## src/rtl/irq_pending_regs.vh

```
// register map and constants for the pending set/clear register block
// assumes a 32-bit apb slave on a 25 mhz clock with synchronous active-high reset
// How it works
// - force register bits 31..3 pend interrupts 127..99, bit 0 pends 96; bits 2..1 write zero.
// - a one written to a force bit makes that interrupt pending.
// - a force one does nothing when already pending or disabled.
// - writing zero to any force or drop bit changes nothing.
// - reading any force or drop bit returns the current pending state.
// - pending raised by a force bit is removed by its drop bit.
// - drop register bits 31..16 and 13..0 clear interrupts 31..16 and 13..0.
// - a drop one does nothing while the interrupt is in service.
`ifndef IRQ_PENDING_REGS_VH
`define IRQ_PENDING_REGS_VH

`define OFF_FORCE_HI    8'h00
`define OFF_DROP_LO     8'h04
`define OFF_DROP_HI     8'h08
`define OFF_EVT_STATUS  8'h0C
`define OFF_EVT_MASK    8'h10
`define ADDR_W          8

`define VALID_HI        32'hFFFFFFF9
`define VALID_LO        32'hFFFF3FFF
`define RSVD_HI         32'h00000006
`define RSVD_LO         32'h0000C000

`define EVT_W           3
`define EVT_NEW_HI      0
`define EVT_NEW_LO      1
`define EVT_RSVD_WR     2
`define EVT_ZERO        3'h0
`define MASK_RESET      3'h0
`define WORD_ZERO       32'h00000000

`endif

```

## src/rtl/pending_bank.v

```verilog
// one bank of 32 pending flags, only bits present in VALID get a flop
// assumes source, enable, service and acknowledge come from logic on the same clock
`timescale 1ns/10ps
module pending_bank #(
   parameter [31:0] VALID = 32'hFFFFFFFF
)(
   input  wire        clk,
   input  wire        rst,
   input  wire        ce,
   input  wire [31:0] force_wr,
   input  wire [31:0] drop_wr,
   input  wire [31:0] src,
   input  wire [31:0] ack,
   input  wire [31:0] en,
   input  wire [31:0] act,
   output wire [31:0] pend,
   output reg         new_pend_q
);
   wire [31:0] pend_d;
   genvar i;
   generate
      for (i = 0; i < 32; i = i + 1)
      begin : g_bit
         if (VALID[i])
         begin : g_on
            reg  pend_q;
            wire set_b;
            wire clr_b;
            // software force only on an enabled, idle interrupt; source always latches
            assign set_b = (force_wr[i] & en[i] & ~pend_q) | src[i];
            // drop ignored while in service; acknowledge clears on entry to service
            assign clr_b = (drop_wr[i] & ~act[i]) | ack[i];
            assign pend_d[i] = set_b ? 1'b1 : (clr_b ? 1'b0 : pend_q);
            always @(posedge clk)
            begin
               if (rst)
                  pend_q <= 1'b0;
               else if (ce)
                  pend_q <= pend_d[i];
            end
            assign pend[i] = pend_q;
         end
         else
         begin : g_off
            assign pend_d[i] = 1'b0;
            assign pend[i]   = 1'b0;
         end
      end
   endgenerate

   always @(posedge clk)
   begin
      if (rst)
         new_pend_q <= 1'b0;
      else if (ce)
         new_pend_q <= |(pend_d & ~pend);
   end
endmodule

```

## src/rtl/evt_status.v

```verilog
// sticky event flags cleared by read, with a mask and one level interrupt
// assumes clear vector holds only bits that the read actually returned
`timescale 1ns/10ps
`include "irq_pending_regs.vh"
module evt_status (
   input  wire              clk,
   input  wire              rst,
   input  wire              ce,
   input  wire [`EVT_W-1:0] evt,
   input  wire [`EVT_W-1:0] rd_clr,
   input  wire              mask_we,
   input  wire [`EVT_W-1:0] mask_d,
   output reg  [`EVT_W-1:0] status_q,
   output reg  [`EVT_W-1:0] mask_q,
   output reg               irq_q
);
   wire [`EVT_W-1:0] status_d;
   // a new event wins over the read clear in the same cycle
   assign status_d = (status_q & ~rd_clr) | evt;

   always @(posedge clk)
   begin
      if (rst)
      begin
         status_q <= `EVT_ZERO;
         mask_q   <= `MASK_RESET;
         irq_q    <= 1'b0;
      end
      else if (ce)
      begin
         status_q <= status_d;
         if (mask_we)
            mask_q <= mask_d;
         irq_q <= |(status_d & (mask_we ? mask_d : mask_q));
      end
   end
endmodule

```

## src/rtl/irq_pending_set_clear_regs.v

```verilog
// apb register block for forcing and dropping interrupt pending state
// assumes enable, in-service, source and acknowledge vectors arrive on clk
//
// Decided for this implementation: register access over APB and the register addresses.
`timescale 1ns/10ps
`include "irq_pending_regs.vh"
module irq_pending_set_clear_regs (
   input  wire                 clk,
   input  wire                 rst,
   input  wire                 ce,
   input  wire                 psel,
   input  wire                 penable,
   input  wire                 pwrite,
   input  wire [`ADDR_W-1:0]   paddr,
   input  wire [31:0]          pwdata,
   input  wire [3:0]           pstrb,
   output wire                 pready,
   output reg  [31:0]          prdata,
   output reg                  pslverr,
   input  wire [31:0]          en_hi,
   input  wire [31:0]          act_hi,
   input  wire [31:0]          src_hi,
   input  wire [31:0]          ack_hi,
   input  wire [31:0]          en_lo,
   input  wire [31:0]          act_lo,
   input  wire [31:0]          src_lo,
   input  wire [31:0]          ack_lo,
   output wire [31:0]          pend_hi,
   output wire [31:0]          pend_lo,
   output wire                 irq
);
   function hit;
      input [`ADDR_W-1:0] a;
      input [`ADDR_W-1:0] off;
      begin
         hit = (a == off);
      end
   endfunction

   function [31:0] lanes;
      input [3:0] s;
      begin
         lanes = {{8{s[3]}}, {8{s[2]}}, {8{s[1]}}, {8{s[0]}}};
      end
   endfunction

   wire        setup_ph;
   wire        access_ph;
   wire        wr_fire;
   wire        rd_fire;
   wire [31:0] wmask;
   wire        mapped;
   wire [31:0] force_hi_wr;
   wire [31:0] drop_hi_wr;
   wire [31:0] drop_lo_wr;
   wire [`EVT_W-1:0] evt;
   wire [`EVT_W-1:0] rd_clr;
   wire [`EVT_W-1:0] status;
   wire [`EVT_W-1:0] mask;
   wire        new_hi;
   wire        new_lo;
   wire        rsvd_wr;
   wire        mask_we;
   reg  [31:0] rd_d;
   reg         stat_rd_q;

   assign setup_ph  = psel & ~penable;
   assign access_ph = psel & penable;
   // zero wait states: read data is captured in the setup cycle
   assign pready    = access_ph;
   assign wr_fire   = access_ph & pwrite & ce;
   assign rd_fire   = access_ph & ~pwrite & ce;
   assign wmask     = pwdata & lanes(pstrb);
   assign mapped    = hit(paddr, `OFF_FORCE_HI) | hit(paddr, `OFF_DROP_LO) |
                      hit(paddr, `OFF_DROP_HI) | hit(paddr, `OFF_EVT_STATUS) |
                      hit(paddr, `OFF_EVT_MASK);

   // zero bits leave state alone; unused bit positions are never decoded
   assign force_hi_wr = (wr_fire & hit(paddr, `OFF_FORCE_HI)) ?
                        (wmask & `VALID_HI) : `WORD_ZERO;
   assign drop_lo_wr  = (wr_fire & hit(paddr, `OFF_DROP_LO)) ?
                        (wmask & `VALID_LO) : `WORD_ZERO;
   assign drop_hi_wr  = (wr_fire & hit(paddr, `OFF_DROP_HI)) ?
                        (wmask & `VALID_HI) : `WORD_ZERO;
   // flag writes of one to positions that must be written as zero, in the force and low drop registers only
   assign rsvd_wr = (wr_fire & hit(paddr, `OFF_FORCE_HI) & (|(wmask & `RSVD_HI))) |
                    (wr_fire & hit(paddr, `OFF_DROP_LO) & (|(wmask & `RSVD_LO)));
   assign mask_we = wr_fire & hit(paddr, `OFF_EVT_MASK);

   pending_bank #(
      .VALID (`VALID_HI)
   ) u_bank_hi (
      .clk        (clk),
      .rst        (rst),
      .ce         (ce),
      .force_wr   (force_hi_wr),
      .drop_wr    (drop_hi_wr),
      .src        (src_hi),
      .ack        (ack_hi),
      .en         (en_hi),
      .act        (act_hi),
      .pend       (pend_hi),
      .new_pend_q (new_hi)
   );

   pending_bank #(
      .VALID (`VALID_LO)
   ) u_bank_lo (
      .clk        (clk),
      .rst        (rst),
      .ce         (ce),
      .force_wr   (`WORD_ZERO),
      .drop_wr    (drop_lo_wr),
      .src        (src_lo),
      .ack        (ack_lo),
      .en         (en_lo),
      .act        (act_lo),
      .pend       (pend_lo),
      .new_pend_q (new_lo)
   );

   assign evt[`EVT_NEW_HI]  = new_hi;
   assign evt[`EVT_NEW_LO]  = new_lo;
   assign evt[`EVT_RSVD_WR] = rsvd_wr;
   // clear only what the completed read returned
   assign rd_clr = (rd_fire & stat_rd_q) ? prdata[`EVT_W-1:0] : `EVT_ZERO;

   evt_status u_evt (
      .clk      (clk),
      .rst      (rst),
      .ce       (ce),
      .evt      (evt),
      .rd_clr   (rd_clr),
      .mask_we  (mask_we),
      .mask_d   (wmask[`EVT_W-1:0]),
      .status_q (status),
      .mask_q   (mask),
      .irq_q    (irq)
   );

   always @*
   begin
      rd_d = `WORD_ZERO;
      case (paddr)
         `OFF_FORCE_HI:   rd_d = pend_hi;
         `OFF_DROP_HI:    rd_d = pend_hi;
         `OFF_DROP_LO:    rd_d = pend_lo;
         `OFF_EVT_STATUS: rd_d = {{(32-`EVT_W){1'b0}}, status};
         `OFF_EVT_MASK:   rd_d = {{(32-`EVT_W){1'b0}}, mask};
         default:         rd_d = `WORD_ZERO;
      endcase
   end

   always @(posedge clk)
   begin
      if (rst)
      begin
         prdata    <= `WORD_ZERO;
         pslverr   <= 1'b0;
         stat_rd_q <= 1'b0;
      end
      else if (ce & setup_ph)
      begin
         prdata    <= pwrite ? `WORD_ZERO : rd_d;
         pslverr   <= ~mapped;
         stat_rd_q <= ~pwrite & hit(paddr, `OFF_EVT_STATUS);
      end
   end
endmodule

```

## config.mk

```make
export PLATFORM = sky130hd
export DESIGN_NAME = irq_pending_set_clear_regs
export DESIGN_NICKNAME = d
export VERILOG_FILES = /design/src/rtl/pending_bank.v /design/src/rtl/evt_status.v /design/src/rtl/irq_pending_set_clear_regs.v
export VERILOG_INCLUDE_DIRS = /design/src /design/src/rtl
export SDC_FILE = /design/constraint.sdc
export NUM_CORES = 1
export LEC_CHECK = 0
export BUFFER_PORTS_ARGS = -buffer_cell sky130_fd_sc_hd__buf_4
export CORE_AREA = 2 2 157 159
export DETAILED_ROUTE_END_ITERATION = 12
export DIE_AREA = 0 0 159 161
export HOLD_SLACK_MARGIN = 0.05
export PLACE_DENSITY = 0.52
export SLEW_MARGIN = 5
export SYNTH_ARGS = -nofsm -noshare
export SYNTH_HDL_FRONTEND = slang
export SYNTH_SLANG_ARGS = --single-unit
```

## constraint.sdc

```tcl
create_clock -name clk -period 2.6 [get_ports clk]
set_input_delay 0.13 -clock clk [delete_from_list [all_inputs] [get_ports clk]]
set_output_delay 0.13 -clock clk [all_outputs]
set_load 0.03 [all_outputs]
```

==> metrics <==
# port buffers between 300 and 400; placed instance area 0.00905 sq mm; Final Max Slew Viols 0; GPL Wtd Cong 0.896; post-synth cell types 56; H-tree level count 3; area grow syn2layout 48.0%; Synth Cell Area 0.00649 sq mm; Cells after Synth 850; commonest register cell after synthesis dfxtp_1; layout filler cell count 2574; critical path capture point type register; FFs w/ async S/R, synth 0%; first-pass GRT wire length 49.5 mm; clock insertion delay at the later pin of the skew report roughly 0.36 ns; post-CTS resize count 0; Pwr Density ~440 mW/mm^2; Worst VDD drop 0.295 mV; Die ar. 0.0256 sq mm; register bit count reported by yosys 103; initial drt markers approximately 660; f_max 536 MHz; Num CTS Buffers 9; worst-path fanout max 8; Post-layout nets 1455; # DRC 0; maxcap violations 0; Post-synth EDFFs 0; vias per cell 5.12; Setup crit start kind input pin; DPL Wire Length 28.2 mm; FF+latch area 0.00206 sq mm; status complete, no violations; vias in the first global route 7348; Setup Skew 0.0157 ns; HP Class in -> reg; worst-margin pin slew 0.597 ns; share of cells above drive strength 1 approximately a third; per-cell routed wire length 23.7 um; Fin. Hold Viols 0; register area share after synthesis 31.8%; Die W 159 um; Initial Util 27.1%; crit share post-route 71.7%; antenna violations before repair 2; TritonCTS clock tree built; GRT Total Usage 26.2%; syn_area_per_cell 7.63 sq um; final setup TNS 0 ns; ANT cells 0; num ports 405; Required @ worst endpoint 2.83 ns; via count 7565; row count 57; commonest non-fill, non-tap cell in the layout buf_4; largest net degree at the start of global routing roughly 110; Arr. time, crit path 2.09 ns; gr ovfl total 0; final count of negative-setup-slack endpoints 0; drt first pass iters 5; drt total wl 35.0 mm; Core Box Area ~0.024 sq mm; Max-slew headroom 59.9%; total leakage power 4.22 nW; clk buf depth 2; Setup Buffers After CTS 0; Die Ht 161 um; Ys Warns 0; design area slightly below 0.01 sq mm; most frequent cells in the layout 367 x buf_4, 103 x dfxtp_1, 87 x nand2_1, 86 x a21oi_1, 62 x inv_1; Setup Crit Path Kind in -> reg; RSZ-0062 raised after global routing false; post-route ant nets 0; crit path time final 1.86 ns; Reg clk slew, reported paths about 0.070 ns; Sink Count between 100 and 150; clock root buffer clkbuf_16; area occupied by multi-input gates 0.00353 sq mm
## repair_timing
action | in CTS | in global routing
setup endpoints to repair | 0 | 0
hold buffers | 26 | 0
hold endpoints to repair | 26 | 0
## area by class of cell
class | count | share of cell area [%]
Multi-Input combinational cell | 577 | 36.8
Timing Repair Buffer | 396 | 32.0
Sequential cell | 103 | 21.5
Tap cell | 324 | 4.22
Inverter | 62 | 2.42
Clock buffer | 10 | 2.38
Clock inverter | 6 | 0.652
## synthesized netlist by cell type, types with 7 or more instances
cell,number,area (sq um)
nor3_1,8,40.0
buf_4,65,488
o21ai_0,40,200
a22oi_1,30,225
a21bo_2,8,80.1
nand3_1,13,65.1
nand2b_1,51,319
a31oi_1,7,43.8
o211ai_1,27,203
nor3b_1,9,67.6
nor2_1,47,176
a21oi_1,86,430
dfxtp_1,103,2060
nand4_1,14,87.6
a21o_1,8,60.1
clkbuf_1,40,150
a41o_1,16,160
nand4b_1,24,210
o21a_1,7,52.6
o22ai_1,9,56.3
nor2b_1,8,50.1
inv_1,62,233
nand2_1,87,327
## per-stage QoR
step / hold WS [ns] / worst slack [ns] / utilization (%) / instances / power (mW)
2_1_floorplan: 0.263 / 0.798 / - / 853 / 2.25
3_3_place_gp: 0.372 / 0.377 / 37.8 / 1436 / 2.81
3_5_place_dp: 0.384 / 0.353 / 37.8 / 1436 / 2.81
4_1_cts: 0.0521 / 0.722 / 40.1 / 1478 / 4.24
5_1_grt: 0.0548 / 0.621 / 40.1 / 1478 / 4.37
6_report: 0.0621 / 0.736 / 40.1 / 1478 / 4.20
## cell families after synthesis
kind of cell | Yosys count | share of synthesized area, %
other | 1 | 0.0578
muxes | 3 | 0.463
buffers and inverters | 173 | 14.0
and+or+nand+nor | 291 | 25.0
DFF | 103 | 31.8
AOI/OAI and AO/OA | 279 | 28.7
## worst max-delay path, stage by stage
cell and delay, ns:
buf_4 0.13, or4_4 0.58, nor4_4 0.44, nand3_1 0.42
o211ai_1 0.30, a21oi_1 0.09
## where the power goes
group,total [mW],internal [mW],switching (mW)
registers,1.76,1.64,0.113
clock network,1.39,0.680,0.712
logic,1.05,0.508,0.545
total,4.20,2.83,1.37
## layer usage
metal / wire, um / part of all wire, % / GRT usage, % / vias to the layer above
met4: 359 / 1.0 / 4.09 / 0
met3: 1970 / 5.6 / 5.39 / 20
met1: 16000 / 46 / 35.8 / 3661
li1: - / - / - / 3585
met2: 16700 / 48 / 43.6 / 299
met5: 0 / 0 / 0 / -
## path summary, 6_finish.rpt
path              slack (ns)  depth (start not counted)                            start                              end
hold reg to reg         0.46                          2                       prdata[30]                       prdata[30]
setup reg to reg        0.98                          5  u_bank_hi.g_bit[16].g_on.pend_q             u_bank_hi.new_pend_q
hold / removal          0.06                          3                       src_hi[23]  u_bank_hi.g_bit[23].g_on.pend_q
setup / recovery        0.74                          6                         paddr[5]  u_bank_hi.g_bit[30].g_on.pend_q
## sequential cells by signal, summed over array words and instances, names as in the netlist
name / count
u_evt.status_q: 3
u_bank_lo.g_bit.g_on.pend_q: 30
u_bank_hi.new_pend_q: 1
prdata: 32
u_evt.irq_q: 1
pslverr: 1
u_bank_lo.new_pend_q: 1
u_evt.mask_q: 3
u_bank_hi.g_bit.g_on.pend_q: 30
stat_rd_q: 1
No activity file was read; power rests on OpenSTA's default activity.
